`src/logic/stc_pkg.sv`:
```
/*
 * stc_pkg: constants for the 16-bit timer/counter: register offsets, field
 * positions, reset values, mode and clock-select codes, prescaler ratios.
 * Assumes an 8-bit register port with byte offsets as printed.
 */
package stc_pkg;

	// ****************************************
	// register offsets
	// ****************************************
	localparam logic [7:0] STC_ADDR_IRQ_FLAGS  = 8'h16;
	localparam logic [7:0] STC_ADDR_IRQ_MASK   = 8'h6f;
	localparam logic [7:0] STC_ADDR_CONTROL_A  = 8'h80;
	localparam logic [7:0] STC_ADDR_CONTROL_B  = 8'h81;
	localparam logic [7:0] STC_ADDR_COUNT_LOW  = 8'h84;
	localparam logic [7:0] STC_ADDR_COUNT_HIGH = 8'h85;
	localparam logic [7:0] STC_ADDR_CMP_LOW    = 8'h88;
	localparam logic [7:0] STC_ADDR_CMP_HIGH   = 8'h89;
	// own choice: force-compare strobe register
	localparam logic [7:0] STC_ADDR_FORCE      = 8'h82;

	// ****************************************
	// field positions
	// ****************************************
	localparam int STC_BIT_OVF          = 0;
	localparam int STC_BIT_CMP          = 1;
	localparam int STC_BIT_WAVE_MODE2   = 3;
	localparam int STC_BIT_FORCE_CMP    = 7;

	// ****************************************
	// reset values and count maximum
	// ****************************************
	localparam logic [7:0]  STC_RESET_BYTE  = 8'h00;
	localparam logic [15:0] STC_RESET_WORD  = 16'h0000;
	localparam logic [15:0] STC_COUNT_MAX   = 16'hffff;

	// ****************************************
	// mode and clock-select codes
	// ****************************************
	localparam logic [2:0] STC_MODE_NORMAL = 3'h0;
	localparam logic [2:0] STC_MODE_CLEAR  = 3'h4;

	localparam logic [2:0] STC_CS_STOP  = 3'h0;
	localparam logic [2:0] STC_CS_DIV1  = 3'h1;
	localparam logic [2:0] STC_CS_DIV8  = 3'h2;
	localparam logic [2:0] STC_CS_DIV64 = 3'h3;
	localparam logic [2:0] STC_CS_DIV256  = 3'h4;
	localparam logic [2:0] STC_CS_DIV1024 = 3'h5;

	// prescaler tap masks: low bits all ones once per divided period
	localparam logic [9:0] STC_PRE_MASK8    = 10'h007;
	localparam logic [9:0] STC_PRE_MASK64   = 10'h03f;
	localparam logic [9:0] STC_PRE_MASK256  = 10'h0ff;
	localparam logic [9:0] STC_PRE_MASK1024 = 10'h3ff;

endpackage

```
`src/logic/stc_timer.sv`:
```
/*
 * stc_timer: 16-bit timer/counter with control, count, compare, mask and
 * flag registers reached over a plain strobe port with registered read data.
 * Assumes one 50 MHz clock, the global interrupt enable and vector-taken
 * acknowledges arrive from the core on the same clock.
 */
`timescale 1ns/1ns

// ****************************************
// usage notes
// ****************************************
// register port:
//   strobes are single-cycle and never both high
//   no wait states; read data registered, one cycle later
//   read data is zero in every other cycle
//   unmapped offsets ignore writes and read as zero
// sixteen-bit access:
//   write high byte first; it only lands in temp
//   low byte write then loads the whole word
//   read low byte first; it copies high into temp
//   one temp for counter and compare, so a handler
//   touching either pair can spoil a split access
// counter:
//   prescaler free-running and shared by all dividers,
//   so the first divided tick after enabling comes early
//   reserved clock-select codes hold the counter still
//   reserved wave modes count like normal mode
//   a high-byte write alone never stalls counting
//   a low-byte write blocks the match at the next tick,
//   even while stopped, so compare may equal count safely
// flags:
//   sticky until vector acknowledge or write of one
//   a set in the same cycle as a clear wins
//   requests registered from the next flag value,
//   so they rise in the cycle the flag rises
// forced compare:
//   own offset, bit 7; pulses the match output only
//   never touches the compare flag
//   other bits written there are ignored
// limitations:
//   no pwm modes, no output pin waveform logic
//   no prescaler reset; dividers share one free counter

module stc_timer
	import stc_pkg::*;
(
	input  wire logic       clock,
	input  wire logic       resetn,
	input  wire logic [7:0] reg_addr,
	input  wire logic [7:0] reg_wdata,
	input  wire logic       reg_write,
	input  wire logic       reg_read,
	output logic      [7:0] reg_rdata,
	input  wire logic       global_irq_enable,
	input  wire logic       cmp_vector_taken,
	input  wire logic       ovf_vector_taken,
	output logic            cmp_irq,
	output logic            ovf_irq,
	output logic            compare_match_pulse
);

	// ****************************************
	// registers
	// ****************************************
	logic [1:0]  ctrl_a_q;
	logic [3:0]  ctrl_b_q;
	logic [1:0]  mask_q;
	logic [1:0]  flags_q;
	logic [1:0]  flags_d;
	logic [15:0] count_q;
	logic [15:0] count_d;
	logic [15:0] cmp_q;
	logic [7:0]  temp_q;
	logic [7:0]  temp_d;
	logic [9:0]  pre_q;
	logic        block_q;
	logic        block_d;
	logic        match_q;
	logic        cmp_irq_q;
	logic        ovf_irq_q;
	logic        fire_q;
	logic [7:0]  rdata_q;
	logic [7:0]  rdata_d;

	// ****************************************
	// decode
	// ****************************************
	wire logic [2:0] clock_select = ctrl_b_q[2:0];
	wire logic [2:0] wave_mode    = {ctrl_b_q[STC_BIT_WAVE_MODE2], ctrl_a_q};
	wire logic       clear_on_match_mode = (wave_mode == STC_MODE_CLEAR);
	wire logic       wr_count_low  = reg_write && (reg_addr == STC_ADDR_COUNT_LOW);
	wire logic       wr_count_high = reg_write && (reg_addr == STC_ADDR_COUNT_HIGH);
	wire logic       wr_cmp_low    = reg_write && (reg_addr == STC_ADDR_CMP_LOW);
	wire logic       wr_cmp_high   = reg_write && (reg_addr == STC_ADDR_CMP_HIGH);
	wire logic       wr_flags      = reg_write && (reg_addr == STC_ADDR_IRQ_FLAGS);
	wire logic       rd_count_low  = reg_read && (reg_addr == STC_ADDR_COUNT_LOW);
	wire logic       rd_cmp_low    = reg_read && (reg_addr == STC_ADDR_CMP_LOW);
	wire logic       forced_compare_strobe = reg_write && (reg_addr == STC_ADDR_FORCE)
	                                         && reg_wdata[STC_BIT_FORCE_CMP];

	// prescaler tick select; reserved codes give no tick
	function automatic logic tick_of(input logic [2:0] cs, input logic [9:0] pre);
		logic t;
		t = 1'b0;
		case (cs)
			STC_CS_DIV1:    t = 1'b1;
			STC_CS_DIV8:    t = ((pre & STC_PRE_MASK8) == STC_PRE_MASK8);
			STC_CS_DIV64:   t = ((pre & STC_PRE_MASK64) == STC_PRE_MASK64);
			STC_CS_DIV256:  t = ((pre & STC_PRE_MASK256) == STC_PRE_MASK256);
			STC_CS_DIV1024: t = ((pre & STC_PRE_MASK1024) == STC_PRE_MASK1024);
			default:        t = 1'b0;
		endcase
		return t;
	endfunction

	wire logic timer_tick = tick_of(clock_select, pre_q);
	wire logic equal_now  = (count_q == cmp_q);
	wire logic count_write = wr_count_low;

	// ****************************************
	// counter next value
	// ****************************************
	// cpu write first, then clear-on-match, then increment
	always_comb begin
		count_d = count_q;
		if (count_write) begin
			count_d = {temp_q, reg_wdata};
		end else if (timer_tick) begin
			if (clear_on_match_mode && equal_now) begin
				count_d = STC_RESET_WORD;
			end else begin
				count_d = count_q + 16'h0001;
			end
		end
	end

	// overflow when stepping from max, in either supported mode
	wire logic wrap_now = timer_tick && !count_write && (count_q == STC_COUNT_MAX)
	                      && !(clear_on_match_mode && equal_now);
	// match seen at a tick becomes the flag; a blocked tick never counts
	wire logic match_set = match_q;
	wire logic raw_match = timer_tick && equal_now && !block_q && !count_write;

	// ****************************************
	// flags, blocking, temp
	// ****************************************
	// set beats clear so no event is lost
	always_comb begin
		flags_d = flags_q;
		if (wr_flags) begin
			flags_d = flags_q & ~reg_wdata[1:0];
		end
		if (cmp_vector_taken) begin
			flags_d[STC_BIT_CMP] = 1'b0;
		end
		if (ovf_vector_taken) begin
			flags_d[STC_BIT_OVF] = 1'b0;
		end
		if (match_set) begin
			flags_d[STC_BIT_CMP] = 1'b1;
		end
		if (wrap_now) begin
			flags_d[STC_BIT_OVF] = 1'b1;
		end
	end

	// block lasts until the next tick, even while stopped
	always_comb begin
		block_d = block_q;
		if (timer_tick) begin
			block_d = 1'b0;
		end
		if (count_write) begin
			block_d = 1'b1;
		end
	end

	// temp shared by counter and compare registers
	always_comb begin
		temp_d = temp_q;
		if (wr_count_high || wr_cmp_high) begin
			temp_d = reg_wdata;
		end else if (rd_count_low) begin
			temp_d = count_q[15:8];
		end else if (rd_cmp_low) begin
			temp_d = cmp_q[15:8];
		end
	end

	// ****************************************
	// read mux
	// ****************************************
	// high bytes come from temp so the pair is consistent
	always_comb begin
		rdata_d = STC_RESET_BYTE;
		if (!reg_read) begin
			rdata_d = STC_RESET_BYTE;
		end else if (reg_addr == STC_ADDR_IRQ_FLAGS) begin
			rdata_d = {6'h00, flags_q};
		end else if (reg_addr == STC_ADDR_IRQ_MASK) begin
			rdata_d = {6'h00, mask_q};
		end else if (reg_addr == STC_ADDR_CONTROL_A) begin
			rdata_d = {6'h00, ctrl_a_q};
		end else if (reg_addr == STC_ADDR_CONTROL_B) begin
			rdata_d = {4'h0, ctrl_b_q};
		end else if (reg_addr == STC_ADDR_COUNT_LOW) begin
			rdata_d = count_q[7:0];
		end else if (reg_addr == STC_ADDR_COUNT_HIGH) begin
			rdata_d = temp_q;
		end else if (reg_addr == STC_ADDR_CMP_LOW) begin
			rdata_d = cmp_q[7:0];
		end else if (reg_addr == STC_ADDR_CMP_HIGH) begin
			rdata_d = temp_q;
		end
	end

	// ****************************************
	// state
	// ****************************************
	// control a: low wave mode bits
	always_ff @(posedge clock or negedge resetn) begin
		if (!resetn) begin
			ctrl_a_q <= 2'h0;
		end else if (reg_write && (reg_addr == STC_ADDR_CONTROL_A)) begin
			ctrl_a_q <= reg_wdata[1:0];
		end
	end

	// control b: upper bits dropped, software keeps them zero
	always_ff @(posedge clock or negedge resetn) begin
		if (!resetn) begin
			ctrl_b_q <= 4'h0;
		end else if (reg_write && (reg_addr == STC_ADDR_CONTROL_B)) begin
			ctrl_b_q <= reg_wdata[3:0];
		end
	end

	// interrupt mask
	always_ff @(posedge clock or negedge resetn) begin
		if (!resetn) begin
			mask_q <= 2'h0;
		end else if (reg_write && (reg_addr == STC_ADDR_IRQ_MASK)) begin
			mask_q <= reg_wdata[1:0];
		end
	end

	// compare register loads whole word on low write, takes effect at once
	always_ff @(posedge clock or negedge resetn) begin
		if (!resetn) begin
			cmp_q <= STC_RESET_WORD;
		end else if (wr_cmp_low) begin
			cmp_q <= {temp_q, reg_wdata};
		end
	end

	// counter
	always_ff @(posedge clock or negedge resetn) begin
		if (!resetn) begin
			count_q <= STC_RESET_WORD;
		end else begin
			count_q <= count_d;
		end
	end

	// prescaler: free-running, cleared only by resetn, so dividers share one phase
	always_ff @(posedge clock or negedge resetn) begin
		if (!resetn) begin
			pre_q <= 10'h000;
		end else begin
			pre_q <= pre_q + 10'h001;
		end
	end

	// match block after a counter write
	always_ff @(posedge clock or negedge resetn) begin
		if (!resetn) begin
			block_q <= 1'b0;
		end else begin
			block_q <= block_d;
		end
	end

	// match delayed one clock into the flag
	always_ff @(posedge clock or negedge resetn) begin
		if (!resetn) begin
			match_q <= 1'b0;
		end else begin
			match_q <= raw_match;
		end
	end

	// interrupt flags
	always_ff @(posedge clock or negedge resetn) begin
		if (!resetn) begin
			flags_q <= 2'h0;
		end else begin
			flags_q <= flags_d;
		end
	end

	// shared temp byte
	always_ff @(posedge clock or negedge resetn) begin
		if (!resetn) begin
			temp_q <= STC_RESET_BYTE;
		end else begin
			temp_q <= temp_d;
		end
	end

	// read data, zero outside the read slot
	always_ff @(posedge clock or negedge resetn) begin
		if (!resetn) begin
			rdata_q <= STC_RESET_BYTE;
		end else begin
			rdata_q <= rdata_d;
		end
	end

	// compare request, from next flag so it rises with the flag
	always_ff @(posedge clock or negedge resetn) begin
		if (!resetn) begin
			cmp_irq_q <= 1'b0;
		end else begin
			cmp_irq_q <= mask_q[STC_BIT_CMP] && global_irq_enable && flags_d[STC_BIT_CMP];
		end
	end

	// overflow request
	always_ff @(posedge clock or negedge resetn) begin
		if (!resetn) begin
			ovf_irq_q <= 1'b0;
		end else begin
			ovf_irq_q <= mask_q[STC_BIT_OVF] && global_irq_enable && flags_d[STC_BIT_OVF];
		end
	end

	// match pulse: real match or forced strobe
	always_ff @(posedge clock or negedge resetn) begin
		if (!resetn) begin
			fire_q <= 1'b0;
		end else begin
			fire_q <= raw_match || forced_compare_strobe;
		end
	end

	assign reg_rdata           = rdata_q;
	assign cmp_irq             = cmp_irq_q;
	assign ovf_irq             = ovf_irq_q;
	assign compare_match_pulse = fire_q;

endmodule
```
`config.mk`:
```
export PLATFORM = sky130hd
export DESIGN_NAME = stc_timer
export DESIGN_NICKNAME = d
export VERILOG_FILES = /design/src/logic/stc_pkg.sv /design/src/logic/stc_timer.sv
export SDC_FILE = /design/constraint.sdc
export NUM_CORES = 1
export LEC_CHECK = 0
export BUFFER_PORTS_ARGS = -buffer_cell sky130_fd_sc_hd__buf_2
export CAP_MARGIN = 0
export CORE_UTILIZATION = 64
export CTS_BUF_LIST = sky130_fd_sc_hd__clkbuf_4 sky130_fd_sc_hd__clkbuf_8 sky130_fd_sc_hd__clkbuf_16
export DETAILED_ROUTE_END_ITERATION = 6
export PLACE_DENSITY = 0.94
export RECOVER_POWER = 50
export REMOVE_ABC_BUFFERS = 1
export SLEW_MARGIN = 15
export SYNTH_ARGS = -nofsm -noshare
export SYNTH_HDL_FRONTEND = slang
export SYNTH_SLANG_ARGS = --single-unit
```
`constraint.sdc`:
```
create_clock -name clock -period 3.4 [get_ports clock]
set_input_delay 0.85 -clock clock [delete_from_list [all_inputs] [get_ports clock]]
set_output_delay 0.85 -clock clock [all_outputs]
set_load 0.005 [all_outputs]
```
==> reports/qor.yml <==
grt:
  grt_max_degree: 74
  track_usage_pct: 38.8
  grt_remaining_overflow: 0
  grt_pass1_vias: 3591
  antenna_found_initial: 0
  grt_pass1_wl_um: 18400
setup_path:
  cp.depth: 7
  r2r_end: "count_q[9]"
  crit_family: "simple AND/OR/NAND/NOR gates"
  r2r_start: "pre_q[0]"
  path_class: "primary input to flop"
  worst_setup_path_start_kind: "primary input"
  critPathCaptureType: "flop"
  reg2reg_slack_ps: 840
  crit_required_ps: 3640
  crit_buf_inv: 1
  cp_max_fo: 9
  worstPathArrival_ps: 2990
  crit_slowest_cell: "nor2b_1"
  cp_slowest_stage_delay_ps: 480
  reg2reg_depth: 7
  path_cells: "buf_2 -> nor2b_1 -> or2_2 -> and3_1 -> and2_1 -> a31oi_2 -> a221o_1"
logic_synthesis:
  synth.distinct_cells: 58
  synth_area_um2: 3970
  synth_edf_count: 0
  yosysWarnings: 0
  synth_top_cell_area_share_pct: 46.0
  syn_avg_cell_area_um2: 9.92
  ys.flop_type: "dfrtp_1"
  synth_async_sr_flop_share_pct: 100
  yosys.area.top_type: "dfrtp_1"
  seq_area_frac_synth_pct: 46.0
  synth-seq-cells: 73
  syn_inst: 400
  synthTopCellsByArea: "dfrtp_1, xnor2_1, mux2_2"
floorplanning:
  start_util_pct: 66.6
  die_w_um: 80.8
  rows: 28
  die_h_um: 80.8
  ios: 34
  coreArea_um2: 5960
  die-area_um2: 6520
timing:
  worst_slack_ps: 647
  fmax_mhz: 363
  grt_setup_unrepaired: "no"
  hold_violations: 0
  post-route-period-util_pct: 81.0
  worst_pin_slew_ps: 1750
  finClkSkew_ps: 7.50
  slew_headroom_pct: -16.7
  drv_slew: 74
  whs_ps: 453
  setup_violations: 0
  period_needed_ps: 2750
  fin_setup_tns_ps: 0
drt:
  first_pass_iters: 7
  met1_length_um: 4240
  drtIter0Drc: 501
  viasPerCell: 7.15
  routed.top_layer: "met4"
  wl_met3_um: 1280
  met2_length_um: 5150
  drc_errors: 0
  drtAntennaViolNets: 0
  via_count: 3639
  wl_per_cell_um: 22.3
  finalWirelength_um: 11300
cts:
  cts_num_sinks: 73
  clk_path_buf_depth: 2
  cts_hold_buf: 0
  htreeDepth: 3
  clkTransAtPathRegs_ps: 70
  post_cts_buffers: 0
  clock_latency_ps: 360
  cts.repair.resized: 0
  numCtsBuffers: 9
  cts_tree: "yes"
  cts_root_buf: "clkbuf_8"
power_and_ir_drop:
  leakage_nw: 1.97
  peakVddDrop_mv: 0.343
  powerDensity_nw_per_um2: 510
job:
  cap_violations: 1
cells_and_area:
  utilization_pct: 74.4
  final_cell_mix: "dfrtp_1, nand2_1, buf_2"
  syn_to_final_growth_pct: 11.6
  final_common_cell: "dfrtp_1"
  stdcell_count: 509
  drive_gt1_share_pct: 20.7
  final_nets: 455
  antenna_cells: 0
placement:
  routabilityCongestion: 0.900
  place_inst: 493
  pre_cts_slack_ps: 342
  dpl.hpwl_um: 7460
  io_buffers: 33
min_path:
  holdPathStages: 1
  hold_class: "flop to flop"
  worstHoldStart: "pre_q[0]"
  min_to: "pre_q[0]"
run_status:
  violations: "capacitance limit, slew limit"
  status: "finished, violations left"
-- per-layer routing --
metal | GRT usage, % | up-vias
li1 | - | 1526
met1 | 46.3 | 1739
met2 | 57.3 | 298
met3 | 17.1 | 76
met4 | 24.1 | 0
met5 | 0 | -
-- state kept, by name (all words and copies together), names as in the netlist, 2 cells and up --
| name | cells |
|---|---|
| cmp_q | 16 |
| count_q | 16 |
| ctrl_a_q | 2 |
| ctrl_b_q | 4 |
| flags_q | 2 |
| mask_q | 2 |
| pre_q | 10 |
| reg_rdata | 8 |
| temp_q | 8 |
-- Yosys cell counts (2+ instances only) --
library cell  number
a21oi_1           31
a221o_1           10
a221oi_1           2
a222oi_1           4
a22oi_1            2
a31o_2             2
a31oi_1            7
a41oi_1            3
and2_1             4
and3_1            10
buf_6              2
clkbuf_1          19
dfrtp_1           73
ha_1               3
inv_1              7
mux2_2            15
mux2_4             8
mux2i_1            2
nand2_1           40
nand3_1           26
nand3b_1           6
nand4_1            8
nor2_1            31
nor2b_1            5
nor3_1             3
nor3b_1            2
nor4_1             2
nor4b_1            2
nor4b_4            2
o211ai_1           4
o21ai_0           15
o21bai_1           2
o311ai_0           2
xnor2_1           21
xor2_1             2
-- power breakdown --
group          internal [mW]  switching [mW]
sequential             0.934           0.130
combinational          0.152           0.192
clock                  0.500           0.350
-- final cells by class --
cell class,instances,area [um^2]
clock buffer,10,131
clock inverter,6,115
fill,360,1530
inverter,7,26.3
multi-input combinational,297,2010
sequential,73,1830
tap,75,93.8
timing repair buffer,41,223
-- worst register-to-register path: stages (launching register included) --
cell      delay, ps
dfrtp_1         370
ha_1            230
and3_1          200
nor3b_1         310
a22oi_1         150
a21oi_1         570
nand3_1         210
o311ai_0        390
-- worst max-delay path by stage --
stage | start | slack, ps | end
global placement | reg_addr[6] | 520 | temp_q[5]
global route | reg_addr[2] | 520 | temp_q[0]
CTS | reg_addr[2] | 730 | temp_q[4]
floorplan | reg_addr[6] | 130 | ovf_irq
finish | reg_addr[2] | 650 | temp_q[4]
detailed placement | reg_addr[2] | 340 | temp_q[3]
-- through the flow --
step,area (um^2),power (mW)
3_5_place_dp,4190,1.40
6_report,4430,2.26
5_1_grt,4430,2.33
2_1_floorplan,3870,1.25
3_3_place_gp,4190,1.37
4_1_cts,4430,2.24
-- cells by family (layout without fill, tap and decap cells) --
| kind of cell | count (synthesis) | after routing | synth area share (%) |
|---|---|---|---|
| AO/OA/AOI/OAI | 92 | 92 | 15.8 |
| XOR/XNOR | 23 | 23 | 5.08 |
| adder cells (fa/ha/maj) | 4 | 4 | 1.20 |
| buffers and inverters | 30 | 64 | 3.25 |
| flip-flops | 73 | 73 | 46.0 |
| multiplexers | 25 | 25 | 7.79 |
| AND/OR/NAND/NOR | 153 | 153 | 20.8 |
Power figures use the tool's default switching activity.
